<file path="src/inc/adc_bus_pkg.sv">
// Overview of operation
// - read drives MS byte while clock high
// - next rising edge drives LS byte
// - further transfers keep returning LS byte
// - control word ignores unused bits
// - start bit begins conversion after write
// - channel field selects multiplexer input
// - end-of-conversion flag set on completion
// - complete control write clears flag
// - other conversion MS bits read zero
// - result sits in conversion LS byte
// - digital register reports shared pin levels
// - digital register reports current channel
// - acquisition plus conversion 30 clocks, acquisition 10
// - deselect returns pointer to MS byte
// - new command aborts and restarts acquisition
package adc_bus_pkg;

	// ----------------------------------------
	// widths
	// ----------------------------------------
	localparam int BYTE_W = 8;
	localparam int CHAN_W = 4;
	localparam int SHARED_W = 6;
	localparam int MUX_W = 12;
	localparam int SYNC_W = 19;

	// ----------------------------------------
	// field positions
	// ----------------------------------------
	localparam int START_BIT_POS = 7;
	localparam int EOC_BIT_POS = 7;
	localparam int CHAN_LSB = 0;
	localparam int SHARED_LSB = 0;

	// ----------------------------------------
	// register_choice codes
	// ----------------------------------------
	localparam logic CHOICE_CONV = 1'b0;
	localparam logic CHOICE_SHARED = 1'b1;

	// ----------------------------------------
	// timing in device clock cycles
	// ----------------------------------------
	localparam logic [4:0] ACQ_CYCLES = 5'd10;
	localparam logic [4:0] CONV_CYCLES = 5'd30;

	// ----------------------------------------
	// reset values
	// ----------------------------------------
	localparam logic [7:0] RESULT_RST = 8'h00;
	localparam logic [3:0] CHAN_RST = 4'h0;

	// ----------------------------------------
	// default channel decode: code n selects input n for 0-11, codes 12-15 select none
	// ----------------------------------------
	localparam logic [15:0][11:0] CHAN_MAP_DEF = {
		12'h000, 12'h000, 12'h000, 12'h000,
		12'h800, 12'h400, 12'h200, 12'h100,
		12'h080, 12'h040, 12'h020, 12'h010,
		12'h008, 12'h004, 12'h002, 12'h001
	};

	typedef enum logic [2:0] {
		CONV_IDLE = 3'b001,
		CONV_ACQ = 3'b010,
		CONV_RUN = 3'b100
	} conv_state_e;

endpackage

</file>
<file path="src/design/adc_bus_regs.sv">
`timescale 1ns/1ps
module adc_bus_regs #(
	parameter logic [15:0][11:0] CHAN_MAP = adc_bus_pkg::CHAN_MAP_DEF
) (
	input wire logic REF_CLK_I,
	input wire logic SYS_RST_I,
	input wire logic BUS_CLK_I,
	input wire logic RST_N_I,
	input wire logic CS_N_I,
	input wire logic RW_I,
	input wire logic REGISTER_CHOICE_I,
	input wire logic [7:0] DATA_I,
	input wire logic [5:0] SHARED_INPUT_LEVELS_I,
	input wire logic [7:0] CORE_RESULT_I,
	output logic [7:0] DATA_O,
	output logic DATA_OE_O,
	output logic [11:0] MUX_SEL_O,
	output logic ACQUIRE_O,
	output logic CONVERT_O
);

	logic [18:0] pins;
	logic [18:0] st;
	logic bclk;
	logic pin_rst_n;
	logic cs_n;
	logic rw;
	logic choice;
	logic [7:0] din;
	logic [5:0] shared;
	logic bclk_d_r;
	logic rise;
	logic fall;
	logic soft_rst;
	logic ptr_ls_r;
	logic ms_written_r;
	logic start_bit_r;
	logic write_done;
	logic [3:0] chan_r;
	logic [7:0] result_r;
	logic eoc_r;
	logic [4:0] cnt_r;
	logic finish;
	logic [15:0] rd_word;
	adc_bus_pkg::conv_state_e state_r;

	// ----------------------------------------
	// pin synchronisers
	// ----------------------------------------
	assign pins = {BUS_CLK_I, RST_N_I, CS_N_I, RW_I, REGISTER_CHOICE_I,
		DATA_I, SHARED_INPUT_LEVELS_I};

	pin_sync #(
		.WIDTH(adc_bus_pkg::SYNC_W)
	) u_sync (
		.clk_i(REF_CLK_I),
		.rst_i(SYS_RST_I),
		.pin_i(pins),
		.stable_o(st)
	);

	assign bclk = st[18];
	assign pin_rst_n = st[17];
	assign cs_n = st[16];
	assign rw = st[15];
	assign choice = st[14];
	assign din = st[13:6];
	assign shared = st[5:0];

	always_ff @(posedge REF_CLK_I) begin
		if (SYS_RST_I) begin
			bclk_d_r <= 1'b0;
		end else begin
			bclk_d_r <= bclk;
		end
	end

	assign rise = bclk & ~bclk_d_r;
	assign fall = ~bclk & bclk_d_r;
	assign soft_rst = SYS_RST_I | ~pin_rst_n;

	// ----------------------------------------
	// byte pointer and control write
	// ----------------------------------------
	// full write complete
	assign write_done = fall & ~cs_n & ~rw & ptr_ls_r & ms_written_r;

	always_ff @(posedge REF_CLK_I) begin
		if (soft_rst) begin
			ptr_ls_r <= 1'b0;
			ms_written_r <= 1'b0;
		end else if (rise & cs_n) begin
			ptr_ls_r <= 1'b0;
			ms_written_r <= 1'b0;
		end else if (fall & ~cs_n) begin
			ptr_ls_r <= 1'b1;
			if (!ptr_ls_r) begin
				ms_written_r <= ~rw;
			end
		end
	end

	always_ff @(posedge REF_CLK_I) begin
		if (soft_rst) begin
			start_bit_r <= 1'b0;
		end else if (fall & ~cs_n & ~rw & ~ptr_ls_r) begin
			start_bit_r <= din[adc_bus_pkg::START_BIT_POS];
		end
	end

	always_ff @(posedge REF_CLK_I) begin
		if (SYS_RST_I) begin
			chan_r <= adc_bus_pkg::CHAN_RST;
		end else if (write_done) begin
			chan_r <= din[adc_bus_pkg::CHAN_LSB +: adc_bus_pkg::CHAN_W];
		end
	end

	// ----------------------------------------
	// conversion sequencer
	// ----------------------------------------
	assign finish = (state_r == adc_bus_pkg::CONV_RUN) & rise
		& (cnt_r == adc_bus_pkg::CONV_CYCLES - 5'd1);

	always_ff @(posedge REF_CLK_I) begin
		if (soft_rst) begin
			state_r <= adc_bus_pkg::CONV_IDLE;
			cnt_r <= 5'd0;
		end else if (write_done & start_bit_r) begin
			state_r <= adc_bus_pkg::CONV_ACQ;
			cnt_r <= 5'd0;
		end else if (rise) begin
			case (state_r)
				adc_bus_pkg::CONV_ACQ: begin
					cnt_r <= cnt_r + 5'd1;
					if (cnt_r == adc_bus_pkg::ACQ_CYCLES - 5'd1) begin
						state_r <= adc_bus_pkg::CONV_RUN;
					end
				end
				adc_bus_pkg::CONV_RUN: begin
					cnt_r <= cnt_r + 5'd1;
					if (finish) begin
						state_r <= adc_bus_pkg::CONV_IDLE;
						cnt_r <= 5'd0;
					end
				end
				adc_bus_pkg::CONV_IDLE: begin
					cnt_r <= 5'd0;
				end
				default: begin
					state_r <= adc_bus_pkg::CONV_IDLE;
					cnt_r <= 5'd0;
				end
			endcase
		end
	end

	// ----------------------------------------
	// result and status
	// ----------------------------------------
	// result survives pin reset
	always_ff @(posedge REF_CLK_I) begin
		if (SYS_RST_I) begin
			result_r <= adc_bus_pkg::RESULT_RST;
		end else if (finish) begin
			result_r <= CORE_RESULT_I;
		end
	end

	always_ff @(posedge REF_CLK_I) begin
		if (SYS_RST_I) begin
			eoc_r <= 1'b0;
		end else if (finish) begin
			eoc_r <= 1'b1;
		end else if (write_done) begin
			eoc_r <= 1'b0;
		end
	end

	// ----------------------------------------
	// read data
	// ----------------------------------------
	always_comb begin
		rd_word = 16'h0000;
		if (choice == adc_bus_pkg::CHOICE_CONV) begin
			rd_word[8 + adc_bus_pkg::EOC_BIT_POS] = eoc_r;
			rd_word[7:0] = result_r;
		end else begin
			rd_word[8 + adc_bus_pkg::SHARED_LSB +: adc_bus_pkg::SHARED_W] =
				shared;
			rd_word[adc_bus_pkg::CHAN_LSB +: adc_bus_pkg::CHAN_W] = chan_r;
		end
	end

	always_ff @(posedge REF_CLK_I) begin
		if (soft_rst) begin
			DATA_O <= 8'h00;
			DATA_OE_O <= 1'b0;
		end else begin
			DATA_OE_O <= bclk & ~cs_n & rw;
			DATA_O <= ptr_ls_r ? rd_word[7:0] : rd_word[15:8];
		end
	end

	// ----------------------------------------
	// analog core controls
	// ----------------------------------------
	always_ff @(posedge REF_CLK_I) begin
		if (soft_rst) begin
			MUX_SEL_O <= 12'h000;
			ACQUIRE_O <= 1'b0;
			CONVERT_O <= 1'b0;
		end else begin
			MUX_SEL_O <= CHAN_MAP[chan_r];
			ACQUIRE_O <= (state_r == adc_bus_pkg::CONV_ACQ);
			CONVERT_O <= (state_r == adc_bus_pkg::CONV_RUN);
		end
	end

endmodule

</file>
<file path="src/design/pin_sync.sv">
`timescale 1ns/1ps
module pin_sync #(
	parameter int WIDTH = 1
) (
	input wire logic clk_i,
	input wire logic rst_i,
	input wire logic [WIDTH-1:0] pin_i,
	output logic [WIDTH-1:0] stable_o
);

	logic [WIDTH-1:0] s1_r;
	logic [WIDTH-1:0] s2_r;
	logic [WIDTH-1:0] s3_r;

	// ----------------------------------------
	// three stages; accept once second and third agree
	// ----------------------------------------
	genvar g;
	generate
		for (g = 0; g < WIDTH; g++) begin : g_bit
			always_ff @(posedge clk_i) begin
				if (rst_i) begin
					s1_r[g] <= 1'b0;
					s2_r[g] <= 1'b0;
					s3_r[g] <= 1'b0;
					stable_o[g] <= 1'b0;
				end else begin
					s1_r[g] <= pin_i[g];
					s2_r[g] <= s1_r[g];
					s3_r[g] <= s2_r[g];
					if (s2_r[g] == s3_r[g]) begin
						stable_o[g] <= s3_r[g];
					end
				end
			end
		end
	endgenerate

endmodule

</file>
<file path="config.mk">
export PLATFORM = sky130hd
export DESIGN_NAME = adc_bus_regs
export DESIGN_NICKNAME = d
export VERILOG_FILES = /design/src/inc/adc_bus_pkg.sv /design/src/design/adc_bus_regs.sv /design/src/design/pin_sync.sv
export SDC_FILE = /design/constraint.sdc
export NUM_CORES = 1
export LEC_CHECK = 0
export ABC_AREA = 1
export BUFFER_PORTS_ARGS = -buffer_cell sky130_fd_sc_hd__buf_2
export CAP_MARGIN = 15
export CORE_MARGIN = 4
export CORE_UTILIZATION = 45
export CTS_CLUSTER_SIZE = 8
export DETAILED_ROUTE_END_ITERATION = 12
export PLACE_DENSITY = 0.62
export SLEW_MARGIN = 20
export SYNTH_ARGS = -nofsm -noshare
export SYNTH_HDL_FRONTEND = slang
export SYNTH_HIERARCHICAL = 1
export SYNTH_SLANG_ARGS = --single-unit
</file>
<file path="constraint.sdc">
create_clock -name REF_CLK_I -period 1.5 [get_ports REF_CLK_I]
set_input_delay 0.075 -clock REF_CLK_I [delete_from_list [all_inputs] [get_ports REF_CLK_I]]
set_output_delay 0.075 -clock REF_CLK_I [all_outputs]
set_load 0.005 [all_outputs]
</file>
=== Word level (Yosys, flattened, before mapping) ===
Memory sizes are Yosys's and may differ from the RTL's. A register that Yosys moved wholly into a read port is not among the register bits.
Index checks and enable logic that the tools add are counted.

* Bits in registers: 100
* ROM bits: 192
* Input port bits: 29
* Output and inout port bits: 23
* Logic and storage cells: 150
* Memories: 1

{| class="wikitable"
|+ Memories
! name !! depth !! bits a word !! read ports !! clocked after Yosys merged registers in !! write ports !! RTL line !! RTL
|-
| (no name shown) || 16 || 12 || 1 || 1 || 0 || adc_bus_regs.sv:214 || <nowiki>MUX_SEL_O <= CHAN_MAP[chan_r];</nowiki>
|}

* Add/subtract/negate cells: 1
* Equal/unequal tests: 26
* Muxes and demuxes: 14
* Bitwise operators: 21
* Reductions and logical operators: 8

{| class="wikitable"
|+ Operator list
! operator !! number
|-
| $eq 1x1->1 || 16
|-
| $and 1x1->1 || 13
|-
| $pmux 5 s2 || 1
|-
| $pmux 3 s3 || 1
|-
| $mux 4 || 2
|-
| $mux 8 || 1
|-
| $reduce_and 4->1 || 2
|-
| $not 1->1 || 7
|-
| $mux 3 || 2
|-
| $mux 6 || 1
|-
| $ne 2x2->1 const B || 3
|-
| $add 5x1->5 const B || 1
|-
| $eq 5x4->1 const B || 1
|-
| $eq 5x5->1 const B || 1
|-
| $mux 5 || 1
|-
| $mux 2 || 2
|-
| $reduce_bool 2->1 || 2
|-
| $reduce_or 2->1 || 2
|-
| $eq 3x1->1 const B || 1
|-
| $eq 3x2->1 const B || 1
|-
| $eq 3x3->1 const B || 1
|-
| $mux 1 || 3
|-
| $ne 3x2->1 const B || 1
|-
| $ne 3x3->1 const B || 1
|-
| 3 further kinds || 3
|}

=== Longest topological paths before layout ===
* Depth after elaboration: 9
* Depth in mapped cells: 10
* Depth with buffers taken out: 10

=== Cells and area by module ===
The synthesis kept the hierarchy.

{| class="wikitable"
|+ Modules (own cells, without submodules)
! module !! times used !! cells each !! area an instance (um2)
|-
| pin_sync || 1 || 255 || 2273.4
|-
| adc_bus_regs || 1 || 221 || 1785.5
|}

=== Worst setup path after synthesis ===
Ideal clock, no wire load.

* Path type: flip-flop to flip-flop
* Start point: reg cnt_r[0]
* End point: reg result_r[7]
* Library setup time: 0.115 ns
* Arrival: 1.082 ns
* Required time: 1.385 ns
* Slack: 0.303 ns
* Stages on the path, launching flop included: 8
* Buffers on the path: 1
* Period minus slack after synthesis: 1.197 ns
* Cell sequence: dfxtp_1 > ha_1 > nand2_1 > inv_1 > nand3_2 > buf_6 > o21ai_2 > a21oi_2

* Longest elaborated chain between the ends: 2

{| class="wikitable"
|+ RTL lines
! element !! RTL line !! RTL
|-
| from (decl) || adc_bus_regs.sv:42 || <nowiki>logic [4:0] cnt_r;</nowiki>
|-
| from (signal assigned) || adc_bus_regs.sv:135 || <nowiki>cnt_r <= cnt_r + 5'd1;</nowiki>
|-
| from (signal assigned) || adc_bus_regs.sv:141 || <nowiki>cnt_r <= cnt_r + 5'd1;</nowiki>
|-
| $eq 5x5->1 || adc_bus_regs.sv:123 || <nowiki>& (cnt_r == adc_bus_pkg::CONV_CYCLES - 5'd1);</nowiki>
|-
| $and 1x1->1 || adc_bus_regs.sv:123 ||
|-
| to (signal assigned) || adc_bus_regs.sv:164 || <nowiki>result_r <= adc_bus_pkg::RESULT_RST;</nowiki>
|-
| to (decl) || adc_bus_regs.sv:40 || <nowiki>logic [7:0] result_r;</nowiki>
|}

Every way passes these cells.
A chain may end at the register's enable or synchronous reset.

=== Worst setup path after layout ===
* Start point: reg cnt_r[1]
* End point: reg cnt_r[1]

* Longest elaborated chain between the ends: 4
* Elaborated cells on any way between the ends: 5
* Classes of those cells: add/sub: 1; eq/ne: 1; mux: 2; bitwise: 1

{| class="wikitable"
|+ RTL lines
! element !! RTL line !! RTL
|-
| parallel branches: the longest is 3 deep, another holds $add 5x1->5 || -- ||
|-
| $pmux 5 s2 (*) || adc_bus_regs.sv:133 || <nowiki>case (state_r)</nowiki>
|}

Every way passes the cells marked *.

==> results by group <==
Pwr
  – Clock share of power: 37.4%
  – Combinational Power Share: 3.4%
  – Psw: 0.00109 W
  – Pwr/cell area: 1150 mW/mm^2
  – Switching share of power: 21.1%
  – P_leak: 1.87 nW
  – Pint: 0.00407 W
  – Reg power frac: 59.1%
  – Worst vdd ir: 562 uV

Drt
  – Vias per cell: 4.52
  – First drt pass iteration count: 4
  – DR iter-0 viols: 100
  – Detailed Route WL: 6570 um
  – Via count: 2,791
  – Remaining DRCs: 0
  – Post-DRT Antenna Nets: 0
  – Routed len/inst: 10.6 um

CTS
  – CTS tree: yes
  – Root buf cell: clkbuf_8
  – CTS Buf Count: 9
  – TritonCTS Sinks: 112
  – Clk Latency, worst-skew pair: 0.36 ns
  – Worst-path clk slew: 0.10 ns
  – Worst-case clock buffer depth: 2
  – CTS HTree Levels: 3

Final layout
  – # fillers: 728
  – Sequential Area: 0.00224 sq mm
  – Antenna diodes: 0
  – Area of the multi-input gates: 0.00109 sq mm
  – Final Instance Count excl. Fillers: 618
  – Area grow syn2layout: 20.7%
  – Finished Core Util: 56.8%
  – Layout Nets: 542
  – Layout cells sized above 1: 15.7%

Yosys
  – Synth warn: 6
  – Mapped Cells: 437
  – Synthesized area: 0.00371 sq mm
  – Synth Area per Inst: 8.49 sq um
  – Syn nets: 468

Placed design
  – Hpwl dp: 4500 um
  – Inst Count DP: 580
  – Port Buffer Count: 48
  – RD Place Congestion: 0.783

Global routing
  – GR Overflow Total: 0
  – Vias in the first global route: 2,628
  – First-pass GRT wire length: 11,200 um
  – Initial antenna violation count: 0
  – Total GRT Usage: 14.0%
  – Largest net degree at the start of global routing: 28

Floorplanning
  – Placeable Area: 0.00789 sq mm
  – Die area: 0.00976 sq mm
  – DIE WIDTH: 98.8 um
  – Die Y: 98.8 um
  – Top Ports: 52
  – Initial Utilization: 47.0%
  – # rows: 32

Setup path
  – Worst Path Required: 1.80 ns
  – Worst Setup End Kind: register
  – R2R setup slack: 0.17 ns
  – Startpoint Class: register
  – Worst EP arrival: 1.63 ns
  – Critical Path Fanout Max: 5
  – Setup CP Type: reg2reg

Timing
  – Worst-Margin Slew: 0.415 ns
  – Worst rel slew slack: 72.2%
  – Min Tclk post-route: 1.33 ns
  – Number of max-slew violations in the final report: 0
  – Period utilization: 89.0%
  – Fin. Hold Viols: 0
  – Fmax: 749 MHz
  – Finish-stage setup viols: 0
  – Setup tns final: 0 ns
  – Final Skew: 0.00751 ns

Outcome
  – Status: finished, final reports clean

Hold path
  – HP Class: in2reg

Flow run
  – Max Cap Violations: 0
## flip-flops by register name, indices dropped and copies added (netlist names), 3 cells and up
register,flops
MUX_SEL_O,12
DATA_O,8
result_r,8
state_r,3
cnt_r,5
u_sync/s1_r,16
u_sync/s3_r,16
chan_r,4
u_sync/stable_o,16
u_sync/s2_r,16
## worst max-delay path: stages, from the launching register on
cell and delay [ns]:
dfxtp_1 0.38, inv_1 0.05, ha_1 0.19, nand2_1 0.07, inv_1 0.07, nand3_1 0.08, nand2_1 0.09, nand3_1 0.11
nand3_2 0.12, nor2_1 0.12
## stage by stage
stage          setup WS (ns)  power [W]  hold WS [ns]  area [sq um]
2_1_floorplan          0.303    0.00320         0.137          3710
3_3_place_gp          0.0791    0.00325         0.275          4020
3_5_place_dp          0.0187    0.00325         0.282          4020
4_1_cts             0.000652    0.00521        0.0216          4450
5_1_grt              -0.0114    0.00534        0.0463          4480
6_report               0.165    0.00515        0.0128          4480
## timing repair
action,in CTS,in global routing
hold buffers,21,0
hold endpoints to repair,22,0
resized for setup,0,6
endpoints found under the setup margin,0,13
setup buffers,0,1
## final timing paths
| check | startpoint | endpoint | cells after the start |
|---|---|---|---|
| hold / removal | CORE_RESULT_I[5] | result_r[5] | 3 |
| setup reg to reg | cnt_r[1] | cnt_r[1] | 9 |
| hold reg to reg | u_sync/s1_r[1] | u_sync/s2_r[1] | 2 |
| setup / recovery | cnt_r[1] | cnt_r[1] | 9 |
## power groups by stage
stage	Clock, W	Combinational, W	Sequential [W]
6_report	0.00193	0.000177	0.00305
5_1_grt	0.00208	0.000208	0.00305
4_1_cts	0.00198	0.000179	0.00305
3_5_place_dp	0	0.000137	0.00312
3_3_place_gp	0	0.000133	0.00311
2_1_floorplan	0	0.0000931	0.00311
## final cells by class
type	instances	area share [%]
Clock buffer	10	2.85
Inverter	82	6.88
Sequential cell	112	50.1
Timing Repair Buffer	74	10.9
Tap cell	102	2.85
Multi-Input combinational cell	232	24.3
Clock inverter	6	2.07
## placed cells by master, fill, tap and decap left out, types with 2 or more instances in the layout
| cell type | count |
|---|---|
| o31ai_1 | 2 |
| nor2_1 | 92 |
| clkbuf_8 | 9 |
| buf_4 | 5 |
| nor3_2 | 2 |
| dlygate4sd3_1 | 21 |
| buf_2 | 48 |
| inv_1 | 78 |
| ha_1 | 2 |
| nor4_1 | 2 |
| bufinv_16 | 2 |
| xor2_1 | 3 |
| a21oi_1 | 41 |
| inv_2 | 3 |
| a21oi_2 | 2 |
| o21ai_0 | 16 |
| nand2_1 | 33 |
| nand3_1 | 12 |
| clkinvlp_4 | 2 |
| o21ai_1 | 18 |
| dfxtp_2 | 2 |
| dfxtp_1 | 110 |
## per-layer routing
metal / wire length, um / up-vias / track usage, % / part of all wire (%)
met3: 367 / 11 / 3.18 / 5.6
met2: 3030 / 59 / 23.7 / 46
met4: 106 / 0 / 6.72 / 1.6
met1: 3070 / 1231 / 16.9 / 47
met5: 0 / - / 0 / 0
li1: - / 1490 / - / -
No activity file was read; power rests on OpenSTA's default activity.
